===== config.mk =====
export PLATFORM = sky130hd
export DESIGN_NAME = windowed_watchdog_timer
export DESIGN_NICKNAME = d
export VERILOG_FILES = /design/src/design/wdt_pkg.sv /design/src/design/windowed_watchdog_timer.sv
export VERILOG_INCLUDE_DIRS = /design/src /design/src/design
export SDC_FILE = /design/constraint.sdc
export NUM_CORES = 1
export LEC_CHECK = 0
export BUFFER_PORTS_ARGS = -buffer_cell sky130_fd_sc_hd__buf_2
export CAP_MARGIN = 30
export CORE_UTILIZATION = 50
export DETAILED_ROUTE_END_ITERATION = 8
export PLACE_DENSITY = 0.8
export SLEW_MARGIN = 20
export SYNTH_ARGS = -nofsm -noshare
export SYNTH_HDL_FRONTEND = slang
export SYNTH_SLANG_ARGS = --single-unit

===== constraint.sdc =====
create_clock -name clk -period 4.4 [get_ports clk]
set_input_delay 0.44 -clock clk [delete_from_list [all_inputs] [get_ports clk]]
set_output_delay 0.44 -clock clk [all_outputs]
set_load 0.05 [all_outputs]

===== src/design/wdt_params.svh =====
// Constants of the windowed watchdog: register indices, field positions, bus transfer codes, timing.
// Assumes an AHB-Lite slave with 32-bit data, one register per aligned word.
//
// How it works
// - When enabled, counting runs continuously and expiry without restart resets the system.
// - Each restart starts a fresh period; normal mode accepts restarts at any time.
// - timeout_select bits 5:2 choose 8 to 8192 oscillator cycles, doubling per code.
// - Reserved timeout_select codes 1011 to 1111 never time out.
// - In window mode a restart inside the closed window resets the system at once; here the reset waits for the next oscillator tick.
// - Open window follows the closed one; total period is closed plus open.
// - Counting uses the 1kHz low-power oscillator tick, independent of processor activity.
// - A watchdog_control write takes effect only with change_unlock written as one.
// - With the lock fuse programmed, watchdog_control is entirely read-only.
// - When locked, closed_window_select is read-only; window enable and its unlock stay writable.
// - A watchdog-caused system reset keeps the configuration held before it.
// - Fuses load timeout_select and enable at power-on; change_unlock zero; bits 7:6 read zero.
// - Enable at bit 1 starts and stops the watchdog, subject to unlock and protection.
// - window_control: closed_window_select 5:2, window enable 1, window_change_unlock 0.
// - closed_window_select uses the same encoding; reserved codes give no closed window.
// - Writes while enabled set sync_pending until the oscillator domain takes the value.
// - Window mode is active only with its enable set; changes need window_change_unlock.
// - window_change_unlock obeys timed-write protection but ignores the lock fuse.
`ifndef WDT_PARAMS_SVH
`define WDT_PARAMS_SVH

`define WDT_IDX_CONTROL 2'h0
`define WDT_IDX_WINDOW 2'h1
`define WDT_IDX_STATUS 2'h2
`define WDT_ADDR_LSB 2
`define WDT_SEL_MSB 5
`define WDT_SEL_LSB 2
`define WDT_ENABLE_BIT 1
`define WDT_UNLOCK_BIT 0
`define WDT_SYNC_BIT 0
`define WDT_LAST_CODE 4'ha
`define WDT_BASE_CYCLES 14'h0008
`define WDT_CNT_W 14
`define WDT_HTRANS_NONSEQ 2'h2
`define WDT_HTRANS_SEQ 2'h3

`endif


===== src/design/wdt_pkg.sv =====
// Types shared by the windowed watchdog.
// Constants live in wdt_params.svh.
package wdt_pkg;

    typedef struct packed {
        logic [3:0] timeout_select;
        logic enable;
        logic change_unlock;
    } control_s;

    typedef struct packed {
        logic [3:0] closed_window_select;
        logic window_enable;
        logic window_change_unlock;
    } window_s;

    // Gray along idle -> closed -> open
    typedef enum logic [1:0] {
        st_idle = 2'b00,
        st_closed = 2'b01,
        st_open = 2'b11
    } phase_e;

endpackage : wdt_pkg


===== src/design/windowed_watchdog_timer.sv =====
// Windowed watchdog timer with AHB-Lite register access.
// Assumes low_power_tick is the 1kHz oscillator output sampled on clk, and that
// config_protect_open comes from the processor's timed-write protection logic.
//
// Register access over AHB-Lite was decided locally.
`timescale 1ns/1ps
`include "wdt_params.svh"

module windowed_watchdog_timer
    import wdt_pkg::*;
(
    input wire logic clk,
    input wire logic arst_n,
    input wire logic hsel,
    input wire logic [31:0] haddr,
    input wire logic [1:0] htrans,
    input wire logic hwrite,
    input wire logic [2:0] hsize,
    input wire logic [31:0] hwdata,
    input wire logic hready,
    output logic hreadyout,
    output logic hresp,
    output logic [31:0] hrdata,
    input wire logic low_power_tick,
    input wire logic restart_instruction,
    input wire logic config_protect_open,
    input wire logic lock_fuse,
    input wire logic [3:0] timeout_fuse,
    input wire logic enable_fuse,
    input wire logic [3:0] window_timeout_fuse,
    input wire logic window_enable_fuse,
    output logic system_reset
);

    // ------------------------------------------------------------
    // Helpers
    // ------------------------------------------------------------
    // Zero means no timeout for this code
    function automatic logic [`WDT_CNT_W-1:0] period_cycles(input logic [3:0] code);
        if (code > `WDT_LAST_CODE) begin
            period_cycles = '0;
        end else begin
            period_cycles = `WDT_BASE_CYCLES << code;
        end
    endfunction : period_cycles

    // ------------------------------------------------------------
    // Bus slave
    // ------------------------------------------------------------
    logic wr_pend;
    logic [1:0] wr_idx;
    logic addr_ok;
    logic [1:0] req_idx;
    logic take;
    logic fuses_loaded;
    control_s ctrl;
    window_s win;
    logic sync_pending;
    logic wr_ctrl;
    logic wr_win;
    logic [31:0] next_rdata;

    assign take = hsel && hready && (htrans == `WDT_HTRANS_NONSEQ || htrans == `WDT_HTRANS_SEQ);
    assign req_idx = haddr[`WDT_ADDR_LSB+1:`WDT_ADDR_LSB];
    assign addr_ok = (haddr[31:`WDT_ADDR_LSB+2] == '0);
    // Writes outside the protected sequence are dropped
    assign wr_ctrl = wr_pend && wr_idx == `WDT_IDX_CONTROL && config_protect_open;
    assign wr_win = wr_pend && wr_idx == `WDT_IDX_WINDOW && config_protect_open;

    always_comb begin
        next_rdata = '0;
        if (addr_ok) begin
            unique case (req_idx)
                `WDT_IDX_CONTROL: next_rdata[5:0] = ctrl;
                `WDT_IDX_WINDOW: next_rdata[5:0] = win;
                `WDT_IDX_STATUS: next_rdata[`WDT_SYNC_BIT] = sync_pending;
                default: next_rdata = '0;
            endcase
        end
    end

    always_ff @(posedge clk or negedge arst_n) begin
        if (!arst_n) begin
            wr_pend <= 1'b0;
            wr_idx <= 2'h0;
            hrdata <= '0;
            hreadyout <= 1'b0;
            hresp <= 1'b0;
        end else begin
            hreadyout <= 1'b1;
            hresp <= 1'b0;
            wr_pend <= take && hwrite && addr_ok;
            wr_idx <= req_idx;
            if (take && !hwrite) begin
                hrdata <= next_rdata;
            end
        end
    end

    // ------------------------------------------------------------
    // Configuration registers
    // ------------------------------------------------------------
    // Fuse levels are caught after reset release, never by the async reset
    always_ff @(posedge clk or negedge arst_n) begin
        if (!arst_n) begin
            fuses_loaded <= 1'b0;
            ctrl <= '0;
            win <= '0;
        end else if (!fuses_loaded) begin
            fuses_loaded <= 1'b1;
            ctrl <= '{timeout_select: timeout_fuse, enable: enable_fuse, change_unlock: 1'b0};
            win <= '{closed_window_select: window_timeout_fuse, window_enable: window_enable_fuse,
                     window_change_unlock: 1'b0};
        end else begin
            if (wr_ctrl && !lock_fuse) begin
                ctrl.change_unlock <= hwdata[`WDT_UNLOCK_BIT];
                if (hwdata[`WDT_UNLOCK_BIT]) begin
                    ctrl.timeout_select <= hwdata[`WDT_SEL_MSB:`WDT_SEL_LSB];
                    ctrl.enable <= hwdata[`WDT_ENABLE_BIT];
                end
            end
            if (wr_win) begin
                win.window_change_unlock <= hwdata[`WDT_UNLOCK_BIT];
                if (hwdata[`WDT_UNLOCK_BIT]) begin
                    win.window_enable <= hwdata[`WDT_ENABLE_BIT];
                    if (!lock_fuse) begin
                        win.closed_window_select <= hwdata[`WDT_SEL_MSB:`WDT_SEL_LSB];
                    end
                end
            end
        end
    end

    // ------------------------------------------------------------
    // Oscillator tick and crossing into the counting logic
    // ------------------------------------------------------------
    logic tick_q;
    logic tick;
    logic restart_pend;
    control_s act_ctrl;
    window_s act_win;

    assign tick = low_power_tick && !tick_q;

    always_ff @(posedge clk or negedge arst_n) begin
        if (!arst_n) begin
            tick_q <= 1'b0;
        end else begin
            tick_q <= low_power_tick;
        end
    end

    // Restart waits for the tick; a new request in the same cycle is kept
    always_ff @(posedge clk or negedge arst_n) begin
        if (!arst_n) begin
            restart_pend <= 1'b0;
        end else if (restart_instruction) begin
            restart_pend <= 1'b1;
        end else if (tick) begin
            restart_pend <= 1'b0;
        end
    end

    // Busy only when the counting side is live; a write in the tick cycle wins
    always_ff @(posedge clk or negedge arst_n) begin
        if (!arst_n) begin
            sync_pending <= 1'b0;
        end else if ((wr_ctrl || wr_win) && act_ctrl.enable) begin
            sync_pending <= 1'b1;
        end else if (tick) begin
            sync_pending <= 1'b0;
        end
    end

    always_ff @(posedge clk or negedge arst_n) begin
        if (!arst_n) begin
            act_ctrl <= '0;
            act_win <= '0;
        end else if (tick || !act_ctrl.enable) begin
            act_ctrl <= ctrl;
            act_win <= win;
        end
    end

    // ------------------------------------------------------------
    // Counting and reset generation
    // ------------------------------------------------------------
    phase_e phase;
    logic [`WDT_CNT_W-1:0] count;
    logic [`WDT_CNT_W-1:0] open_len;
    logic [`WDT_CNT_W-1:0] closed_len;
    logic [`WDT_CNT_W-1:0] count_inc;
    logic windowed;
    phase_e start_phase;
    logic early_restart;
    logic expired;
    logic closed_done;

    assign open_len = period_cycles(act_ctrl.timeout_select);
    assign closed_len = period_cycles(act_win.closed_window_select);
    assign count_inc = count + `WDT_CNT_W'(1);
    // Reserved closed code leaves only the open window
    assign windowed = act_win.window_enable && closed_len != '0;
    assign start_phase = windowed ? st_closed : st_open;
    assign early_restart = restart_pend && phase == st_closed && windowed;
    assign expired = phase == st_open && open_len != '0 && count_inc >= open_len;
    assign closed_done = phase == st_closed && count_inc >= closed_len;

    // Config registers are untouched by the pulse, so settings survive it
    always_ff @(posedge clk or negedge arst_n) begin
        if (!arst_n) begin
            phase <= st_idle;
            count <= '0;
            system_reset <= 1'b0;
        end else begin
            system_reset <= 1'b0;
            if (tick) begin
                if (!act_ctrl.enable) begin
                    phase <= st_idle;
                    count <= '0;
                end else begin
                    unique case (phase)
                        st_idle: begin
                            phase <= start_phase;
                            count <= '0;
                        end
                        st_closed, st_open: begin
                            if (restart_pend) begin
                                system_reset <= early_restart;
                                phase <= start_phase;
                                count <= '0;
                            end else if (expired) begin
                                system_reset <= 1'b1;
                                phase <= start_phase;
                                count <= '0;
                            end else if (closed_done) begin
                                phase <= st_open;
                                count <= '0;
                            end else begin
                                count <= count_inc;
                            end
                        end
                        default: begin
                            phase <= st_idle;
                            count <= '0;
                        end
                    endcase
                end
            end
        end
    end

endmodule : windowed_watchdog_timer


==> implementation parameters <==
Parameter                              Value

Run status
  Result of the run    finished with violations
  Failing checks    DRC

Die
  Y dimension of the die    84.8 um
  Chip width    84.8 um
  Count of standard-cell rows    29
  Area inside the core boundary    0.00649 mm^2
  Initial standard-cell utilization of the core    52.8%
  Die Outline Area    0.00720 mm^2
  I/O pins    123

Timing
  Peak clock frequency supported by timing    0.270 GHz
  Final setup fails    0
  Worst hold margin    0.225 ns
  Count of final hold-check violations    0
  Worst Skew    0.00203 ns
  Sum of negative setup slack    0 ns
  Slew at the pin with the worst max-slew slack    0.878 ns
  Number of slew-limit violations in the final report    0
  Part of the cycle the worst path needs    84.1%
  Final period demand of the worst path    3.70 ns
  Relative slew margins    41.4%
  Unrepaired setup endpoints after global routing    no

Synth
  Syn Area/Cell    9.10 um^2
  Most used DFF post-synth    dfrtp_1
  Cells taking the most area after synthesis    dfrtp_1, ha_1, nand2_1, buf_4, mux2i_1
  Count of different cell masters after synthesis    53
  Share of the synthesized area in the top cell type    37.9%
  Asr flop ratio synth    100%
  Number of synthesized flops with an enable pin    0
  Number of instances in the synthesized netlist    377
  Synth warn    0
  Flip-flop and latch count after synthesis    52
  Most common cell in the netlist    nand2_1
  Cell area after synthesis    0.00343 mm^2
  Synth area leader    dfrtp_1
  Seq/Total Area, Yosys    37.9%
  Most used standard cells in the synthesized netlist    nand2_1, dfrtp_1, buf_4, nor2_1, ha_1

Cells and area
  Post-route cell area    0.00378 mm^2
  Relative area change from synthesis to final layout    10.3%
  Sequential standard cell area    0.00130 mm^2
  Non-filler instance count after layout    514
  Number of antenna diodes    0
  Layout cells sized above 1    22.0%
  Area of the multi-input gates    0.00195 mm^2
  Number of fillers in the final layout    568
  Final Net Count    548

CTS
  Post-CTS Setup Repair Bufs    0
  Post-CTS Hold Fix Bufs    0
  Clock tree root driver cell    clkbuf_8
  Reg clk slew, reported paths    0.10 ns
  Sinks on the clock net    52
  Clock buffer depth    2
  Number of buffers inserted during clock tree synthesis    5
  CTS HTree Levels    2
  Number of resized instances in the post-cts repair step    0
  Clock latency at the later pin of the worst-skew pair    0.31 ns
  Clock tree from TritonCTS    done

GRT
  Pin count of the biggest net entering global routing    53
  Wire length of the first global-routing pass    12300 um
  Global-route usage over all layers    21.4%
  Overflow after GRT    0
  Number of global-route vias before repair    2806
  Antenna violations before repair    0

Critical path
  Longest individual stage delay on the worst path    0.53 ns
  Signal arrival time at the worst endpoint    3.94 ns
  Critical path type    reg2reg
  Worst setup SP type    flip-flop
  Data required time of the critical path    4.64 ns
  Nature of the critical path endpoint    flip-flop
  Ordered cell list for the critical path    ha_1, inv_1, or3_1, nand2b_4, nor2_2, xor2_1, ha_1, o21ai_0, nor2_1, or3_4, o31ai_4, nand2_2, o211ai_2
  Slowest-stage cell, CP    o31ai_4
  Most frequent cell on the critical path    ha_1
  Critical Path Fanout Max    13

Detailed routing
  Vias    2818
  Drt first pass iters    7
  Detailed-route vias per instance    5.48
  Post-route DRC violation count    2
  Remaining antenna violation count after routing    0
  Total Wirelength    7260 um
  Number of DRC markers after the initial detailed-route iteration    178
  Detailed-route wire length per cell    14.1 um

Power
  Post-layout total power    1.22 mW
  Areal power density over the cells    321 mW/mm^2
  Worst vdd rail ir drop    0.000166 V
  Leakage    1.77 nW

Min path
  Worst min-delay path class    in2async

Place
  Routability congestion estimate from global placement    0.819
  Number of cells in the design after placement    506
  Placed cell area    0.00369 mm^2
  Number of buffers added on ports    63
  Sum of net half-perimeters after detailed placement    5690 um

Flow run
  Maxcap violations    0
[layout make-up]
| type | count | share of cell area, % |
|---|---|---|
| multi-input cells | 308 | 51.7 |
| flip-flops and latches | 52 | 34.4 |
| repair buffers | 64 | 8.53 |
| well taps | 77 | 2.55 |
| clock buffers | 5 | 1.82 |
| clock inverters | 3 | 0.562 |
| inverters | 5 | 0.496 |
[worst paths after layout]
kind                            cells past startpoint      startpoint  slack (ns)     endpoint
worst min register to register                      2       hrdata[2]        0.50    hrdata[2]
worst min-delay path                                2          arst_n        0.23     count[5]
max in group asynchronous                           2          arst_n        3.74  act_ctrl[3]
worst max-delay path                               13        count[0]        0.70    count[11]
worst max register to register                     13        count[0]        0.70    count[11]
min in group clk                                    1  low_power_tick        0.25       tick_q
[flip-flops by register name, indices dropped and copies added, names as in the netlist]
name          flops
tick_q            1
fuses_loaded      1
act_ctrl          5
restart_pend      1
ctrl              6
count            14
hrdata            6
sync_pending      1
system_reset      1
phase             2
act_win           5
win               6
wr_pend           1
wr_idx            2
[kinds of logic (layout without fill, tap and decap cells)]
logic type	after synthesis	count (layout)	share of synthesized area, %
AO/OA/AOI/OAI	70	70	13.6
XOR/XNOR	10	10	2.55
buffers and inverters	43	77	7.95
adder cells (fa/ha/maj)	24	24	8.75
multiplexers	24	24	7.29
other	2	28	0.219
flip-flops	52	52	37.9
AND/OR/NAND/NOR	152	152	21.7
[worst max-delay path, delay by kind of cell (launching register included)]
family,cells,cell delay (ns)
fa+ha+maj,2,0.52
buf+inv,1,0.06
flops,1,0.44
compound gates,3,0.89
xor+xnor,1,0.31
simple gates,6,1.39
[power breakdown]
part           leakage, nW  switching (mW)  total, mW  internal, mW
registers            0.650          0.0554      0.577         0.521
logic                 1.08           0.233      0.356         0.123
clock network       0.0445           0.170      0.283         0.113
total                 1.77           0.458       1.22         0.757
[metal layers]
metal | global-route usage (%) | vias up | share of wire [%]
li1 | - | 1384 | -
met1 | 26.2 | 1342 | 45
met2 | 37.5 | 73 | 49
met3 | 3.89 | 19 | 3.8
met4 | 8.32 | 0 | 2.2
met5 | 0 | - | 0
[placed cells by master (no fill, tap or decap), types with 3 or more instances in the layout]
cell,count
xnor2_1,8
buf_2,63
nand3_1,13
ha_1,24
o211ai_2,3
nor2_1,26
mux2i_1,16
dfrtp_1,52
o21ai_1,9
inv_1,5
a21o_1,5
and3_1,3
o21ai_0,13
nand2b_1,6
a21oi_1,20
nand4_1,8
or2_2,3
o211ai_1,3
nor4_1,8
mux2_2,8
clkbuf_8,5
or3_1,3
nand2_1,61
conb_1,28
nor2b_1,8
[metrics by stage]
stage                     utilization (%)  setup WS, ns
after global routing                 58.3         0.456
after global placement               56.9         0.772
after floorplan                         -          1.35
after detailed placement             56.9         0.714
final                                58.3         0.697
after CTS                            58.3         0.679
No activity file was read; power rests on OpenSTA's default activity.
